`src/tsr_pkg.sv`:
```
// Package: register map, field layout, reset values and timing of the sensor readout
package tsr_pkg;
    // -----------------------------------------------------------------
    // Register pointer values
    // -----------------------------------------------------------------
    localparam logic [7:0] REG_TEMP_HI    = 8'h00;
    localparam logic [7:0] REG_TEMP_LO    = 8'h01;
    localparam logic [7:0] REG_STATUS     = 8'h02;
    localparam logic [7:0] REG_MEAS_CFG   = 8'h03;
    localparam logic [7:0] REG_HIGH_HI    = 8'h04;
    localparam logic [7:0] REG_HIGH_LO    = 8'h05;
    localparam logic [7:0] REG_CRIT_HI    = 8'h08;
    localparam logic [7:0] REG_CRIT_LO    = 8'h09;

    // -----------------------------------------------------------------
    // Field positions
    // -----------------------------------------------------------------
    localparam int CFG_RES_BIT      = 7;
    localparam int CFG_MODE_HI      = 6;
    localparam int CFG_MODE_LO      = 5;
    localparam int CFG_INTMODE_BIT  = 3;
    localparam int STS_NRDY_BIT     = 7;
    localparam int STS_CRIT_BIT     = 6;
    localparam int STS_HIGH_BIT     = 4;
    localparam int LOW_RES_DROP     = 3;

    // Operating modes in the configuration mode field
    localparam logic [1:0] MODE_CONT  = 2'h0;
    localparam logic [1:0] MODE_ONE   = 2'h1;
    localparam logic [1:0] MODE_SPS   = 2'h2;
    localparam logic [1:0] MODE_SHDN  = 2'h3;

    // -----------------------------------------------------------------
    // Reset values
    // -----------------------------------------------------------------
    localparam logic [7:0]  MEAS_CFG_RST = 8'h00;
    localparam logic [15:0] CRIT_RST     = 16'h4980;
    localparam logic [15:0] HIGH_RST     = 16'h2000;
    localparam logic [4:0]  BUS_ADDR_TOP = 5'h12;

    // -----------------------------------------------------------------
    // Timing
    // -----------------------------------------------------------------
    localparam int CLK_HZ       = 50000000;
    localparam int CONV_MS      = 240;
    localparam int FAST_MS      = 6;
    localparam int SPS_CONV_MS  = 60;
    localparam int SPS_PERIOD_MS = 1000;
    localparam int CONV_CYC     = CLK_HZ / 1000 * CONV_MS;
    localparam int FAST_CYC     = CLK_HZ / 1000 * FAST_MS;
    localparam int SPS_CONV_CYC = CLK_HZ / 1000 * SPS_CONV_MS;
    localparam int SPS_PER_CYC  = CLK_HZ / 1000 * SPS_PERIOD_MS;

    typedef enum logic [2:0] {
        CV_IDLE = 3'b001,
        CV_CONV = 3'b010,
        CV_WAIT = 3'b100
    } tsr_conv_t;

    typedef enum logic [6:0] {
        BS_IDLE  = 7'b0000001,
        BS_ADDR  = 7'b0000010,
        BS_ACKA  = 7'b0000100,
        BS_WDATA = 7'b0001000,
        BS_ACKW  = 7'b0010000,
        BS_RDATA = 7'b0100000,
        BS_RACK  = 7'b1000000
    } tsr_bus_t;
endpackage

```
`src/tsr_i2c_slave.sv`:
```
// Two-wire serial slave with register pointer and auto-increment
`timescale 1ns/1ns
`default_nettype none
module tsr_i2c_slave
    import tsr_pkg::*;
(
    input  wire logic       sys_clk_i,
    input  wire logic       resetn_i,
    input  wire logic       scl_i,
    input  wire logic       sda_i,
    input  wire logic [6:0] dev_addr_i,
    input  wire logic [7:0] rd_data_i,
    output logic            sda_oe_o,
    output logic [7:0]      ptr_o,
    output logic            wr_o,
    output logic [7:0]      wr_data_o,
    output logic            rd_o
);
    tsr_bus_t   st_r;
    logic       scl_q_r;
    logic       sda_q_r;
    logic [3:0] bitcnt_r;
    logic [7:0] sh_r;
    logic       rw_r;
    logic       first_r;
    logic       nack_r;
    logic       rise;
    logic       fall;
    logic       start;
    logic       stop;

    assign rise  = scl_i & ~scl_q_r;
    assign fall  = ~scl_i & scl_q_r;
    assign start = scl_i & scl_q_r & sda_q_r & ~sda_i;
    assign stop  = scl_i & scl_q_r & ~sda_q_r & sda_i;

    always_ff @(posedge sys_clk_i or negedge resetn_i) begin
        if (!resetn_i) begin
            scl_q_r <= 1'b1;
            sda_q_r <= 1'b1;
        end else begin
            scl_q_r <= scl_i;
            sda_q_r <= sda_i;
        end
    end

    always_ff @(posedge sys_clk_i or negedge resetn_i) begin
        if (!resetn_i) begin
            st_r      <= BS_IDLE;
            bitcnt_r  <= 4'h0;
            sh_r      <= 8'h00;
            rw_r      <= 1'b0;
            first_r   <= 1'b0;
            nack_r    <= 1'b0;
            sda_oe_o  <= 1'b0;
            ptr_o     <= 8'h00;
            wr_o      <= 1'b0;
            wr_data_o <= 8'h00;
            rd_o      <= 1'b0;
        end else begin
            wr_o <= 1'b0;
            rd_o <= 1'b0;
            if (start) begin
                st_r     <= BS_ADDR;
                bitcnt_r <= 4'h0;
                first_r  <= 1'b1;
                sda_oe_o <= 1'b0;
            end else if (stop) begin
                st_r     <= BS_IDLE;
                sda_oe_o <= 1'b0;
            end else begin
                case (st_r)
                    BS_ADDR, BS_WDATA: begin
                        if (rise) begin
                            sh_r     <= {sh_r[6:0], sda_i};
                            bitcnt_r <= bitcnt_r + 4'h1;
                        end else if (fall && bitcnt_r == 4'h8) begin
                            if (st_r == BS_ADDR) begin
                                if (sh_r[7:1] == dev_addr_i) begin
                                    st_r     <= BS_ACKA;
                                    rw_r     <= sh_r[0];
                                    sda_oe_o <= 1'b1;
                                end else begin
                                    st_r <= BS_IDLE;
                                end
                            end else begin
                                st_r     <= BS_ACKW;
                                sda_oe_o <= 1'b1;
                                if (first_r) begin
                                    ptr_o   <= sh_r;
                                    first_r <= 1'b0;
                                end else begin
                                    wr_o      <= 1'b1;
                                    wr_data_o <= sh_r;
                                end
                            end
                        end
                    end
                    BS_ACKW: begin
                        if (fall) begin
                            sda_oe_o <= 1'b0;
                            bitcnt_r <= 4'h0;
                            st_r     <= BS_WDATA;
                            if (wr_o == 1'b0 && first_r == 1'b0 && st_r == BS_ACKW && rw_r == 1'b0) begin
                                ptr_o <= ptr_o;
                            end
                        end else if (wr_o) begin
                            ptr_o <= ptr_o + 8'h01;
                        end
                    end
                    BS_ACKA, BS_RACK: begin
                        if (rise) begin
                            nack_r <= (st_r == BS_RACK) & sda_i;
                        end else if (fall) begin
                            bitcnt_r <= 4'h0;
                            if (!rw_r) begin
                                sda_oe_o <= 1'b0;
                                st_r     <= BS_WDATA;
                            end else if (nack_r) begin
                                sda_oe_o <= 1'b0;
                                st_r     <= BS_IDLE;
                            end else begin
                                // Data sampled at load; later changes wait for the next byte
                                sh_r     <= rd_data_i;
                                rd_o     <= 1'b1;
                                sda_oe_o <= ~rd_data_i[7];
                                st_r     <= BS_RDATA;
                            end
                        end
                    end
                    BS_RDATA: begin
                        if (rise) begin
                            bitcnt_r <= bitcnt_r + 4'h1;
                        end else if (fall) begin
                            if (bitcnt_r == 4'h8) begin
                                sda_oe_o <= 1'b0;
                                ptr_o    <= ptr_o + 8'h01;
                                st_r     <= BS_RACK;
                            end else begin
                                sh_r     <= {sh_r[6:0], 1'b0};
                                sda_oe_o <= ~sh_r[6];
                            end
                        end
                    end
                    default: begin
                        st_r     <= BS_IDLE;
                        sda_oe_o <= 1'b0;
                    end
                endcase
            end
        end
    end
endmodule
`default_nettype wire

```
`src/tsr_top.sv`:
```
// Temperature sensor digital readout: conversion timing, limits, alarms, register file
//
// Functional notes
// - Power-up resolution is thirteen bits
// - Config bit 7 selects sixteen-bit resolution
// - Thirteen-bit result: sign plus twelve bits
// - Sixteen-bit result: sign plus fifteen bits
// - Continuous and one-shot conversions take 240 ms
// - First conversion after power-up takes 6 ms
// - One-per-second mode: 60 ms conversion each second
// - Critical alarm above limit, default 147 C
// - Limit alarm above programmable limit
// - Both alarms: comparator or interrupt mode
// - Two strap pins choose four bus addresses
// - Shutdown stops all new conversions
`timescale 1ns/1ns
`default_nettype none
module tsr_top
    import tsr_pkg::*;
#(
    parameter int CONV_CYCLES     = CONV_CYC,
    parameter int FAST_CYCLES     = FAST_CYC,
    parameter int SPS_CONV_CYCLES = SPS_CONV_CYC,
    parameter int SPS_PER_CYCLES  = SPS_PER_CYC
) (
    input  wire logic        sys_clk_i,
    input  wire logic        resetn_i,
    input  wire logic [15:0] temp_raw_i,
    input  wire logic        scl_i,
    input  wire logic        sda_i,
    output logic             sda_o,
    output logic             sda_oe_o,
    input  wire logic        addr_select_low_i,
    input  wire logic        addr_select_high_i,
    output logic             critical_alarm_out_o,
    output logic             critical_alarm_out_oe_o,
    output logic             limit_alarm_o,
    output logic             limit_alarm_oe_o
);
    // -----------------------------------------------------------------
    // Pin synchronisers
    // -----------------------------------------------------------------
    logic [3:0] sync1_r;
    logic [3:0] sync2_r;

    always_ff @(posedge sys_clk_i or negedge resetn_i) begin
        if (!resetn_i) begin
            sync1_r <= 4'hf;
            sync2_r <= 4'hf;
        end else begin
            sync1_r <= {addr_select_high_i, addr_select_low_i, sda_i, scl_i};
            sync2_r <= sync1_r;
        end
    end

    // -----------------------------------------------------------------
    // Serial slave
    // -----------------------------------------------------------------
    logic [7:0] ptr;
    logic       wr;
    logic [7:0] wr_data;
    logic       rd;
    logic [7:0] rd_data;
    logic [6:0] dev_addr_r;

    always_ff @(posedge sys_clk_i or negedge resetn_i) begin
        if (!resetn_i) begin
            dev_addr_r <= 7'h00;
        end else begin
            dev_addr_r <= {BUS_ADDR_TOP, sync2_r[3], sync2_r[2]};
        end
    end

    tsr_i2c_slave u_slave (
        .sys_clk_i  (sys_clk_i),
        .resetn_i   (resetn_i),
        .scl_i      (sync2_r[0]),
        .sda_i      (sync2_r[1]),
        .dev_addr_i (dev_addr_r),
        .rd_data_i  (rd_data),
        .sda_oe_o   (sda_oe_o),
        .ptr_o      (ptr),
        .wr_o       (wr),
        .wr_data_o  (wr_data),
        .rd_o       (rd)
    );

    // Open-drain pins only ever pull low
    assign sda_o                = 1'b0;
    assign critical_alarm_out_o = 1'b0;
    assign limit_alarm_o        = 1'b0;

    function automatic logic hit(input logic strobe, input logic [7:0] p, input logic [7:0] off);
        hit = strobe && (p == off);
    endfunction

    // -----------------------------------------------------------------
    // Writable registers
    // -----------------------------------------------------------------
    logic [7:0]  meas_config_r;
    logic [15:0] crit_limit_r;
    logic [15:0] high_limit_r;
    logic        oneshot_done;
    logic        cfg_wr;

    assign cfg_wr = hit(wr, ptr, REG_MEAS_CFG);

    always_ff @(posedge sys_clk_i or negedge resetn_i) begin
        if (!resetn_i) begin
            meas_config_r <= MEAS_CFG_RST;
        end else if (cfg_wr) begin
            meas_config_r <= wr_data;
        end else if (oneshot_done) begin
            meas_config_r[CFG_MODE_HI:CFG_MODE_LO] <= MODE_SHDN;
        end
    end

    always_ff @(posedge sys_clk_i or negedge resetn_i) begin
        if (!resetn_i) begin
            crit_limit_r <= CRIT_RST;
            high_limit_r <= HIGH_RST;
        end else begin
            if (hit(wr, ptr, REG_CRIT_HI)) crit_limit_r[15:8] <= wr_data;
            if (hit(wr, ptr, REG_CRIT_LO)) crit_limit_r[7:0] <= wr_data;
            if (hit(wr, ptr, REG_HIGH_HI)) high_limit_r[15:8] <= wr_data;
            if (hit(wr, ptr, REG_HIGH_LO)) high_limit_r[7:0] <= wr_data;
        end
    end

    // -----------------------------------------------------------------
    // Conversion sequencer
    // -----------------------------------------------------------------
    tsr_conv_t   cv_r;
    logic [25:0] cnt_r;
    logic        first_conv_r;
    logic [1:0]  mode;
    logic [25:0] conv_len;
    logic        conv_end;

    assign mode = meas_config_r[CFG_MODE_HI:CFG_MODE_LO];

    assign conv_len = first_conv_r ? 26'(FAST_CYCLES) :
                      (mode == MODE_SPS) ? 26'(SPS_CONV_CYCLES) : 26'(CONV_CYCLES);
    assign conv_end     = (cv_r == CV_CONV) && (cnt_r == conv_len - 26'h1) && !cfg_wr;
    assign oneshot_done = conv_end && (mode == MODE_ONE);

    always_ff @(posedge sys_clk_i or negedge resetn_i) begin
        if (!resetn_i) begin
            cv_r         <= CV_CONV;
            cnt_r        <= 26'h0;
            first_conv_r <= 1'b1;
        end else if (cfg_wr) begin
            // Any config write restarts timing so a mode change never inherits a stale count
            cnt_r <= 26'h0;
            cv_r  <= (wr_data[CFG_MODE_HI:CFG_MODE_LO] == MODE_SHDN) ? CV_IDLE : CV_CONV;
        end else begin
            case (cv_r)
                CV_CONV: begin
                    cnt_r <= cnt_r + 26'h1;
                    if (conv_end) begin
                        first_conv_r <= 1'b0;
                        if (mode == MODE_CONT) begin
                            cnt_r <= 26'h0;
                        end else if (mode == MODE_SPS) begin
                            cv_r <= CV_WAIT;
                        end else begin
                            cv_r <= CV_IDLE;
                        end
                    end
                end
                CV_WAIT: begin
                    if (cnt_r >= 26'(SPS_PER_CYCLES) - 26'h1) begin
                        cnt_r <= 26'h0;
                        cv_r  <= CV_CONV;
                    end else begin
                        cnt_r <= cnt_r + 26'h1;
                    end
                end
                CV_IDLE: begin
                    cnt_r <= 26'h0;
                end
                default: begin
                    cv_r  <= CV_IDLE;
                    cnt_r <= 26'h0;
                end
            endcase
        end
    end

    // -----------------------------------------------------------------
    // Result, status and alarms
    // -----------------------------------------------------------------
    logic [15:0] temp_r;
    logic        nrdy_r;
    logic        crit_flag_r;
    logic        high_flag_r;
    logic        crit_cmp_r;
    logic        high_cmp_r;
    logic [15:0] sample;
    logic        crit_over;
    logic        high_over;
    logic        sts_rd;

    assign sample    = meas_config_r[CFG_RES_BIT] ? temp_raw_i :
                       {temp_raw_i[15:LOW_RES_DROP], {LOW_RES_DROP{1'b0}}};
    assign crit_over = $signed(sample) > $signed(crit_limit_r);
    assign high_over = $signed(sample) > $signed(high_limit_r);
    assign sts_rd    = hit(rd, ptr, REG_STATUS);

    always_ff @(posedge sys_clk_i or negedge resetn_i) begin
        if (!resetn_i) begin
            temp_r     <= 16'h0000;
            crit_cmp_r <= 1'b0;
            high_cmp_r <= 1'b0;
        end else if (conv_end) begin
            temp_r     <= sample;
            crit_cmp_r <= crit_over;
            high_cmp_r <= high_over;
        end
    end

    // New result beats a same-cycle read
    always_ff @(posedge sys_clk_i or negedge resetn_i) begin
        if (!resetn_i) begin
            nrdy_r <= 1'b1;
        end else if (conv_end) begin
            nrdy_r <= 1'b0;
        end else if (hit(rd, ptr, REG_TEMP_LO)) begin
            nrdy_r <= 1'b1;
        end
    end

    always_ff @(posedge sys_clk_i or negedge resetn_i) begin
        if (!resetn_i) begin
            crit_flag_r <= 1'b0;
            high_flag_r <= 1'b0;
        end else begin
            if (conv_end && crit_over && !crit_cmp_r) begin
                crit_flag_r <= 1'b1;
            end else if (sts_rd) begin
                crit_flag_r <= 1'b0;
            end
            if (conv_end && high_over && !high_cmp_r) begin
                high_flag_r <= 1'b1;
            end else if (sts_rd) begin
                high_flag_r <= 1'b0;
            end
        end
    end

    always_ff @(posedge sys_clk_i or negedge resetn_i) begin
        if (!resetn_i) begin
            critical_alarm_out_oe_o <= 1'b0;
            limit_alarm_oe_o        <= 1'b0;
        end else begin
            critical_alarm_out_oe_o <= meas_config_r[CFG_INTMODE_BIT] ? crit_flag_r : crit_cmp_r;
            limit_alarm_oe_o        <= meas_config_r[CFG_INTMODE_BIT] ? high_flag_r : high_cmp_r;
        end
    end

    // -----------------------------------------------------------------
    // Read mux
    // -----------------------------------------------------------------
    always_comb begin
        case (ptr)
            REG_TEMP_HI:  rd_data = temp_r[15:8];
            REG_TEMP_LO:  rd_data = temp_r[7:0];
            REG_STATUS:   rd_data = {nrdy_r, crit_flag_r, 1'b0, high_flag_r, 4'h0};
            REG_MEAS_CFG: rd_data = meas_config_r;
            REG_HIGH_HI:  rd_data = high_limit_r[15:8];
            REG_HIGH_LO:  rd_data = high_limit_r[7:0];
            REG_CRIT_HI:  rd_data = crit_limit_r[15:8];
            REG_CRIT_LO:  rd_data = crit_limit_r[7:0];
            default:      rd_data = 8'h00;
        endcase
    end
endmodule
`default_nettype wire
```
`config.mk`:
```
export PLATFORM = sky130hd
export DESIGN_NAME = tsr_top
export DESIGN_NICKNAME = d
export VERILOG_FILES = /design/src/tsr_pkg.sv /design/src/tsr_i2c_slave.sv /design/src/tsr_top.sv
export SDC_FILE = /design/constraint.sdc
export NUM_CORES = 1
export LEC_CHECK = 0
export BUFFER_PORTS_ARGS = -buffer_cell sky130_fd_sc_hd__buf_2
export CORE_MARGIN = 1
export CORE_UTILIZATION = 48
export CTS_CLUSTER_DIAMETER = 100
export DETAILED_ROUTE_END_ITERATION = 6
export GPL_TIMING_DRIVEN = 0
export PLACE_DENSITY = 0.66
export REMOVE_ABC_BUFFERS = 1
export SYNTH_ARGS = -nofsm -noshare
export SYNTH_HDL_FRONTEND = slang
export SYNTH_SLANG_ARGS = --single-unit
```
`constraint.sdc`:
```
create_clock -name sys_clk_i -period 2.4 [get_ports sys_clk_i]
set_input_delay 0.12 -clock sys_clk_i [delete_from_list [all_inputs] [get_ports sys_clk_i]]
set_output_delay 0.12 -clock sys_clk_i [all_outputs]
set_load 0.01 [all_outputs]
```
==> impl_metrics.json, run 1 <==
{
  "drt_drc_violations_left": 0,
  "slew_headroom": 0.5716,
  "rsz0062_at_grt": "true",
  "yosysTopAreaCellShare": 0.3851,
  "antenna_found_initial": 0,
  "cap_viol_max_count": 0,
  "gp_congestion": 0.8621,
  "drtPass1Iterations": 5,
  "endpoint_kind": "flip-flop",
  "grt.total_usage": 0.2503,
  "routed_wl_mm": 21.65,
  "clock_skew_ns": 0.007718,
  "crit_arrival_ns": 2.68,
  "hp-class": "primary input to flip-flop",
  "synth_edf_count": 0,
  "worst_hold_slack_ns": 0.04142,
  "grt_overflow": 0,
  "dp_cells": 1053,
  "finalNonFillerCells": 1131,
  "grt_pass1_wl_mm": 33.89,
  "async_flop_share": 1.000,
  "drt_iter0_markers": 559,
  "final.min_clock_period_ns": 2.322,
  "hp-start": "temp_raw_i[0]",
  "post-synth-top-area-cell": "dfrtp_1",
  "clkTransAtPathRegs_ns": 0.06,
  "tritoncts": "built",
  "syn_area_per_cell_um2": 9.877,
  "num_vias": 6680,
  "start_util": 0.4962,
  "final_cell_mix": "dfrtp_1 (123), nand2_1 (119), mux2_2 (48), nor2_1 (46), a21oi_1 (45)",
  "post_synth_instance_area_um2": 8317,
  "clk_path_buf_depth": 2,
  "wl_per_cell_um": 19.14,
  "grt_max_degree": 83,
  "core_um2": 16760,
  "synth_area_leaders": "dfrtp_1 (39%), mux2_2 (6.5%), dfstp_2 (6.0%), ha_1 (5.9%), nand2_1 (5.4%)",
  "numCtsBuffers": 17,
  "ys_seq_area_frac": 0.4452,
  "ys.warnings.count": 0,
  "drive_above_1_share": 0.2316,
  "startpoint": "u_slave.ptr_o[4]",
  "worstSetupPathType": "flip-flop to flip-flop",
  "num_rows": 47,
  "period_share": 0.9674,
  "clk_latency_ns": 0.43,
  "antenna_cells": 0,
  "final_antenna_net_count": 0,
  "fmax_ghz": 0.4307,
  "port_buffers": 24,
  "finalHoldViolCount": 0,
  "synth-seq-cells": 147,
  "ir_worst_vdd_mv": 0.5153,
  "final_core_util": 0.5834,
  "dieWidth_um": 133.6,
  "setup_viol": 0,
  "final_common_cell": "dfrtp_1",
  "cts.sinks": 147,
  "power-per-cell-area_nw_per_um2": 551.6,
  "tightest_slew_ns": 0.6407,
  "grt_pass1_vias": 6287,
  "io_pins": 28,
  "root_buffer": "clkbuf_16",
  "dpl.hpwl_mm": 13.52,
  "yosysUniqueCellTypes": 86,
  "syn_inst": 842,
  "r2r-start": "u_slave.ptr_o[4]",
  "die_area_um2": 17860,
  "die_y_um": 133.6,
  "critPathLaunchType": "flip-flop",
  "worstPathRequired_ns": 2.76,
  "vias_per_cell": 5.906,
  "htreeDepth": 4,
  "synthFlopType": "dfrtp_1",
  "final_nets": 959,
  "area_growth_pct": 17.56,
  "leakage_nw": 4.235,
  "finalMaxSlewViolations": 0,
  "worstPathMaxFanout": 10,
  "outcome": "finished, final reports clean"
}
## what timing repair did
item                                    in CTS  in global routing
setup buffers                               16                  8
endpoints found under the hold margin       76                  0
cloned                                       2                  2
gates resized for setup                     21                 24
endpoints found under the setup margin     113                 87
pin swaps                                    5                  8
hold buffers                                18                  0
## critical path: stages, from the launching register on
cell and delay (ns):
dfrtp_1 0.45, nor4_4 0.05, buf_4 0.16, buf_4 0.14
and4_2 0.32, nor3b_4 0.38, buf_6 0.18, o211ai_2 0.29
and2_1 0.28
## through the flow
stage | power [mW] | worst slack [ns] | TNS [ns] | instance area (µm²)
after floorplan | 2.704 | -0.2769 | -7.911 | 8117
after global placement | 2.821 | -1.324 | -226.91 | 8512
after detailed placement | 2.832 | -1.302 | -74.02 | 8552
after CTS | 5.430 | 0.001438 | 0 | 9569
after global routing | 5.572 | -0.03150 | -0.07459 | 9777
final | 5.393 | 0.07832 | 0 | 9777
## synth_stat cells (5+ instances only)
cell type / instances
nor2b_1: 11
o22ai_1: 8
and2_1: 7
clkbuf_1: 15
inv_1: 43
mux2i_1: 12
a21oi_1: 46
ha_1: 39
a22oi_1: 6
nand2_1: 120
buf_2: 11
and4_1: 5
mux2_2: 48
dfstp_2: 19
dfrtp_1: 128
xor2_1: 18
nand4_1: 17
nor2_1: 47
or3_1: 7
buf_4: 5
nor3_1: 9
and3_1: 13
a21o_1: 8
o21ai_0: 28
o211ai_1: 8
nand2b_1: 5
nand3_1: 37
nor4_1: 6
xnor2_1: 13
nor2_2: 9
o21a_1: 5
## flip-flops by register name, indices dropped and copies added (netlist names), 7 cells and up
signal and cells:
cnt_r 26, u_slave.wr_data_o 8, u_slave.ptr_o 8, high_limit_r 16
u_slave.st_r 7, u_slave.sh_r 8, crit_limit_r 16, meas_config_r 8
temp_r 16
## worst paths after layout
| kind | endpoint | slack [ns] | cells after the start |
|---|---|---|---|
| min | temp_r[0] | 0.04 | 3 |
| max in group asynchronous | crit_limit_r[8] | 1.26 | 3 |
| min reg2reg | sync2_r[0] | 0.35 | 0 |
| max reg2reg | first_conv_r | 0.08 | 8 |
| min in group asynchronous | crit_limit_r[3] | 0.27 | 2 |
| max | first_conv_r | 0.08 | 8 |
## cell type report
cell class | count | area, µm²
Fill cell | 1467 | 6983
Multi-Input combinational cell | 622 | 4491
Sequential cell | 147 | 3714
Timing Repair Buffer | 67 | 571.8
Clock buffer | 28 | 516.7
Tap cell | 220 | 275.3
Inverter | 43 | 161.4
Clock inverter | 4 | 47.55
## routing by layer
metal | global-route usage | part of all wire | wire length (µm)
met1 | 0.3328 | 0.44 | 9541
met2 | 0.4019 | 0.47 | 10160
met3 | 0.05594 | 0.066 | 1424
met4 | 0.08775 | 0.024 | 521
met5 | 0 | 0 | 0
## power breakdown
group / internal [mW] / switching (mW)
Combinational: 0.103 / 0.147
Clock: 1.56 / 1.01
Sequential: 2.52 / 0.0481
Total: 4.18 / 1.21
## logic make-up after synthesis
family	Yosys count	synth area share
buf+inv	79	0.04438
xor+xnor	31	0.03265
simple gates	322	0.2023
compound gates	161	0.1351
fa+ha+maj	39	0.05867
flops	147	0.4452
mux	61	0.08079
other cells	2	0.0009030
Power figures use the tool's default switching activity.
==> run 2: changes to the inputs <==
Settings changed: ABC_AREA from default to 1.
==> impl_metrics.json, run 2 <==
{
  "outcome": "finished, final reports clean",
  "htreeDepth": 4,
  "routed_wl_mm": 24.40,
  "worstSetupPathType": "flip-flop to flip-flop",
  "dieWidth_um": 140.4,
  "path_buf_inv": 3,
  "slew_headroom": 0.5401,
  "p_seq_frac": 0.443,
  "start_util": 0.4912,
  "die_area_um2": 19700,
  "drtPass1Iterations": 6,
  "grt_pass1_wl_mm": 40.12,
  "syn_area_per_cell_um2": 7.100,
  "filler_cell_count": 1768,
  "antenna_found_initial": 0,
  "yosysUniqueCellTypes": 48,
  "cts.sinks": 147,
  "core_um2": 18710,
  "synth_edf_count": 0,
  "io_pins": 28,
  "vias_per_cell": 5.200,
  "worstPathRequired_ns": 2.75,
  "power_mw": 5.676,
  "synthFlopType": "dfrtp_1",
  "ir_worst_vdd_mv": 0.4902,
  "tritoncts": "built",
  "p_comb_frac": 0.039,
  "num_rows": 50,
  "clock_power_share": 0.518,
  "drt_drc_violations_left": 0,
  "final_common_cell": "nand2_1",
  "path_common_cell": "inv_2",
  "gp_congestion": 0.9183,
  "finalHoldViolCount": 0,
  "post_synth_instance_area_um2": 9188,
  "crit_arrival_ns": 2.62,
  "setup_viol": 0,
  "critical_path.top_delay_family": "simple AND/OR/NAND/NOR gates",
  "synth_area_leaders": "dfrtp_1 (35%), nand2_1 (18%), inv_1 (6.4%), nand3_1 (5.7%), dfstp_2 (5.4%)",
  "clkTransAtPathRegs_ns": 0.06,
  "port_buffers": 24,
  "syn_inst": 1294,
  "worst_hold_slack_ns": 0.06067,
  "leakage_nw": 4.872,
  "clk_path_buf_depth": 2,
  "dp_cells": 1529,
  "finalNonFillerCells": 1584,
  "grt_max_degree": 87,
  "rsz0062_at_grt": "false",
  "regMostFlops": "cnt_r",
  "wl_per_cell_um": 15.41,
  "ys.warnings.count": 0,
  "p_int_mw": 4.437,
  "grt_overflow": 0,
  "switching_share": 0.2182,
  "num_vias": 8237,
  "fmax_ghz": 0.4391,
  "ys_seq_area_frac": 0.4030,
  "power_switching_mw": 1.238,
  "drive_above_1_share": 0.1163,
  "async_flop_share": 1.000,
  "final.min_clock_period_ns": 2.277,
  "clk_latency_ns": 0.43,
  "power-per-cell-area_nw_per_um2": 543.4,
  "critPathLaunchType": "flip-flop",
  "die_y_um": 140.4,
  "slowest_delay_ns": 0.54,
  "synth-seq-cells": 147,
  "synth.most_common_cell": "nand2_1",
  "crit_slowest_cell": "dfstp_2",
  "crit_chain": "inv_2 -> nor3_2 -> inv_2 -> nor2_4 -> nand3_4 -> inv_8 -> nand2_1 -> a21oi_1",
  "finalMaxSlewViolations": 0,
  "worstPathMaxFanout": 16,
  "yosysTopAreaCellShare": 0.3486,
  "dpl.hpwl_mm": 16.94,
  "drt_iter0_markers": 679,
  "post-synth-top-area-cell": "dfrtp_1",
  "final_cell_mix": "nand2_1 (448), inv_1 (155), dfrtp_1 (128), nor2_1 (109), nand3_1 (104)",
  "grt.total_usage": 0.2634,
  "endpoint_kind": "flip-flop",
  "area_growth_pct": 13.69,
  "antenna_cells": 0,
  "period_share": 0.9489,
  "largest_reg_flops": 26,
  "tightest_slew_ns": 0.6872,
  "cap_viol_max_count": 0,
  "hp-class": "primary input to flip-flop",
  "final_nets": 1398,
  "clock_skew_ns": 0.01264,
  "final_antenna_net_count": 0,
  "grt_pass1_vias": 7849,
  "ys_top_cells_by_count": "nand2_1 (450), inv_1 (156), dfrtp_1 (128), nor2_1 (112), nand3_1 (104)",
  "root_buffer": "clkbuf_16",
  "numCtsBuffers": 17
}
-- run 2: changes by cell type after synthesis, moves of 11 or more --
cell     delta
o21ai_1    +22
a21oi_2    +18
inv_1     +113
mux2_2     -48
nand3_1    +67
o21ai_0    +40
inv_2      +14
nor2b_1    -11
mux2i_1    -12
a21oi_1    -20
and3_1     -12
nor2_1     +65
nand2_1   +330
-- run 2: cells by family (layout without fill, tap and decap cells) --
kind of cell / after synthesis / in the layout / synth area share
flops: 147 / 147 / 0.4030
buf+inv: 198 / 250 / 0.08729
simple gates: 741 / 743 / 0.3467
xor+xnor: 14 / 14 / 0.01335
fa+ha+maj: 39 / 39 / 0.05311
compound gates: 153 / 153 / 0.09574
other cells: 2 / 4 / 0.0008174
-- run 2: cell type report --
type | instances | area (µm²) | share of cell area
timing repair buffer | 46 | 361.6 | 0.03462
clock inverter | 12 | 203.9 | 0.01953
tap | 234 | 292.8 | 0.02803
sequential | 147 | 3702 | 0.3545
inverter | 172 | 661.9 | 0.06337
multi-input combinational | 953 | 4786 | 0.4582
clock buffer | 20 | 436.7 | 0.04181
-- run 2: power groups by stage --
stage	clock, mW	sequential [mW]	combinational [mW]
floorplan	0	2.56	0.0884
global placement	0	2.56	0.186
detailed placement	0	2.56	0.196
CTS	2.99	2.52	0.223
global route	3.08	2.52	0.253
finish	2.94	2.52	0.220
-- run 2: worst min-delay path: stages --
cell	delay, ns
buf_2	0.10
nand2_1	0.13
o21ai_1	0.09
-- run 2: per-layer routing --
| layer | global-route usage | vias to the layer above | part of all wire |
|---|---|---|---|
| met5 | 0 | - | 0 |
| met4 | 0.08444 | 0 | 0.019 |
| met3 | 0.06017 | 43 | 0.056 |
| met2 | 0.4161 | 239 | 0.45 |
| met1 | 0.3580 | 3770 | 0.47 |
| li1 | - | 4185 | - |
-- run 2: timing repair --
item                                    in CTS  in global routing
hold buffers                                20                  0
gates cloned                                 1                  1
hold endpoints to repair                    68                  0
gates resized for setup                     10                  9
pin swaps                                    1                  2
endpoints found under the setup margin      49                 79
setup buffers                                0                  1
-- run 2: worst paths after layout --
kind | to | depth (start not counted) | start | slack (ns)
max reg2reg | meas_config_r[6] | 8 | cv_r[1] | 0.12
max | meas_config_r[6] | 8 | cv_r[1] | 0.12
min reg2reg | sync2_r[2] | 0 | sync1_r[2] | 0.36
min | temp_r[0] | 3 | temp_raw_i[0] | 0.06
min in group asynchronous | temp_r[13] | 2 | resetn_i | 0.24
max in group asynchronous | u_slave.st_r[0] | 3 | resetn_i | 1.31
-- run 2: metrics by stage --
stage | utilization | TNS, ns | setup slack, ns | area, µm²
after floorplan | - | 0 | 0.1329 | 9040
after global placement | 0.5054 | -153.18 | -1.013 | 9453
after detailed placement | 0.5072 | -24.43 | -0.7519 | 9487
after CTS | 0.5553 | 0 | 0.002921 | 10390
after global routing | 0.5584 | 0 | 0.008115 | 10450
final | 0.5584 | 0 | 0.1225 | 10450
==> run 3: changes to the inputs <==
--- a/config.mk
+++ b/config.mk
@@ -7,5 +7,5 @@
 export LEC_CHECK = 0
 export ABC_AREA = 1
-export BUFFER_PORTS_ARGS = -buffer_cell sky130_fd_sc_hd__buf_2
+export BUFFER_PORTS_ARGS = -buffer_cell sky130_fd_sc_hd__buf_4
 export CORE_MARGIN = 1
 export CORE_UTILIZATION = 48
@@ -15,4 +15,5 @@
 export PLACE_DENSITY = 0.66
 export REMOVE_ABC_BUFFERS = 1
+export SLEW_MARGIN = 30
 export SYNTH_ARGS = -nofsm -noshare
 export SYNTH_HDL_FRONTEND = slang
==> constraint.sdc (replaced) <==
create_clock -name sys_clk_i -period 2.4 [get_ports sys_clk_i]
set_input_delay 0.48 -clock sys_clk_i [delete_from_list [all_inputs] [get_ports sys_clk_i]]
set_output_delay 0.48 -clock sys_clk_i [all_outputs]
set_load 0.01 [all_outputs]
==> impl_metrics.json, run 3 (synthesized netlist as in run 2, its figures left out) <==
{
  "endpoint_kind": "flip-flop",
  "critical_path.top_delay_family": "simple AND/OR/NAND/NOR gates",
  "slowest_delay_ns": 0.44,
  "path_buf_inv": 2,
  "ir_worst_vdd_mv": 0.4612,
  "die_area_um2": 19700,
  "finalHoldViolCount": 0,
  "port_buffers": 24,
  "crit_arrival_ns": 2.66,
  "power_switching_mw": 1.275,
  "largest_reg_flops": 26,
  "switching_share": 0.2369,
  "grt_pass1_vias": 7577,
  "num_vias": 8226,
  "leakage_nw": 4.805,
  "clock_power_share": 0.493,
  "root_buffer": "clkbuf_16",
  "tightest_slew_ns": 0.6703,
  "final_core_util": 0.5518,
  "hp-class": "primary input to flip-flop",
  "setup_viol": 0,
  "drive_above_1_share": 0.1208,
  "gp_congestion": 0.9227,
  "pre_cts_slack_ns": -0.8073,
  "grt_max_degree": 57,
  "worstSetupPathType": "flip-flop to flip-flop",
  "final_nets": 1381,
  "drt_drc_violations_left": 5,
  "grt_overflow": 0,
  "worst_hold_slack_ns": 0.1463,
  "period_share": 0.9571,
  "dpl.hpwl_mm": 17.25,
  "final_antenna_net_count": 0,
  "p_int_mw": 4.108,
  "rsz0062_at_grt": "false",
  "antenna_found_initial": 0,
  "clock_skew_ns": 0.01245,
  "core_um2": 18710,
  "slew_headroom": 0.5526,
  "layout_setup_ws_ns": 0.1030,
  "area_growth_pct": 12.34,
  "final_common_cell": "nand2_1",
  "fin_setup_tns_ns": 0,
  "final.min_clock_period_ns": 2.297,
  "crit_chain": "ha_1 -> nand2_2 -> nor2_8 -> nand2_8 -> clkinv_4 -> nor2_4 -> nand3_4 -> inv_6 -> nand2_1 -> a21oi_1",
  "critPathLaunchType": "flip-flop",
  "p_seq_frac": 0.467,
  "crit_slowest_cell": "dfrtp_1",
  "start_util": 0.4912,
  "grt.total_usage": 0.2609,
  "cts.sinks": 147,
  "cap_viol_max_count": 0,
  "violations": "design-rule violations",
  "clk_path_buf_depth": 2,
  "regMostFlops": "cnt_r",
  "tritoncts": "built",
  "power-per-cell-area_nw_per_um2": 521.6,
  "clk_latency_ns": 0.44,
  "io_pins": 28,
  "final_cell_mix": "nand2_1 (448), inv_1 (155), dfrtp_1 (128), nor2_1 (110), nand3_1 (104)",
  "drt_iter0_markers": 588,
  "antenna_cells": 0,
  "clkTransAtPathRegs_ns": 0.06,
  "hp-start": "addr_select_high_i",
  "die_y_um": 140.4,
  "finalMaxSlewViolations": 0,
  "routed_wl_mm": 24.81,
  "drtPass1Iterations": 7,
  "numCtsBuffers": 17,
  "worstPathMaxFanout": 19,
  "worstPathRequired_ns": 2.76,
  "dieWidth_um": 140.4,
  "htreeDepth": 4,
  "p_comb_frac": 0.039,
  "wl_per_cell_um": 15.84,
  "startpoint": "u_slave.ptr_o[0]",
  "outcome": "finished with violations",
  "fmax_ghz": 0.4354,
  "r2r-start": "u_slave.ptr_o[0]",
  "grt_pass1_wl_mm": 39.54,
  "num_rows": 50,
  "vias_per_cell": 5.250
}
-- run 3: changes by cell type in the layout (fill, tap and decap cells not counted), moves of 2 or more --
cell / before / now
dlygate4sd3_1: 20 / 1
buf_4: 1 / 24
nand4_2: 3 / 1
clkinv_4: 2 / 5
clkbuf_1: 3 / 0
buf_2: 23 / 0
clkinv_2: 1 / 3
bufinv_16: 5 / 1
nand4_4: 0 / 2
-- run 3: metal layers --
metal	share of wire	GRT usage	vias to the layer above
met3	0.045	0.03932	28
li1	-	-	4164
met1	0.48	0.3609	3829
met5	0	0	-
met2	0.46	0.4221	205
met4	0.013	0.07981	0
-- run 3: stage by stage --
step           total power, mW  cells  area (µm²)
4_1_cts                  5.430   1564       10230
6_report                 5.383   1567       10320
3_5_place_dp             2.770   1530        9580
5_1_grt                  5.548   1567       10320
2_1_floorplan            2.646   1270        9040
3_3_place_gp             2.754   1528        9513
-- run 3: path summary, 6_finish.rpt --
kind                                    end  slack [ns]  cells after the start
max                        meas_config_r[6]        0.10                     10
min                              sync1_r[3]        0.15                      1
max reg2reg                meas_config_r[6]        0.10                     10
min reg2reg                      sync2_r[0]        0.36                      0
max in group asynchronous   u_slave.st_r[0]        0.94                      4
min in group asynchronous        temp_r[13]        0.52                      2
-- run 3: what timing repair did --
| action | in CTS | in global routing |
|---|---|---|
| buffers inserted | 0 | 1 |
| endpoints found under the setup margin | 43 | 75 |
| gates cloned | 1 | 2 |
| endpoints found under the hold margin | 37 | 0 |
| hold buffers | 1 | 0 |
| pin swaps | 1 | 2 |
| gates resized for setup | 8 | 10 |
-- run 3: power by group through the flow --
stage	clock network (mW)	logic (mW)	registers (mW)
final	2.66	0.211	2.52
after global routing	2.79	0.242	2.52
after CTS	2.70	0.213	2.52
after detailed placement	0	0.210	2.56
after global placement	0	0.195	2.56
after floorplan	0	0.0884	2.56
-- run 3: layout make-up --
| cell class | count | area (µm²) |
|---|---|---|
| multi-input combinational | 954 | 4818 |
| tap | 234 | 292.8 |
| clock inverter | 13 | 123.9 |
| sequential | 147 | 3702 |
| clock buffer | 19 | 464.2 |
| timing repair buffer | 28 | 260.3 |
| fill | 1790 | 8384 |
| inverter | 172 | 659.4 |
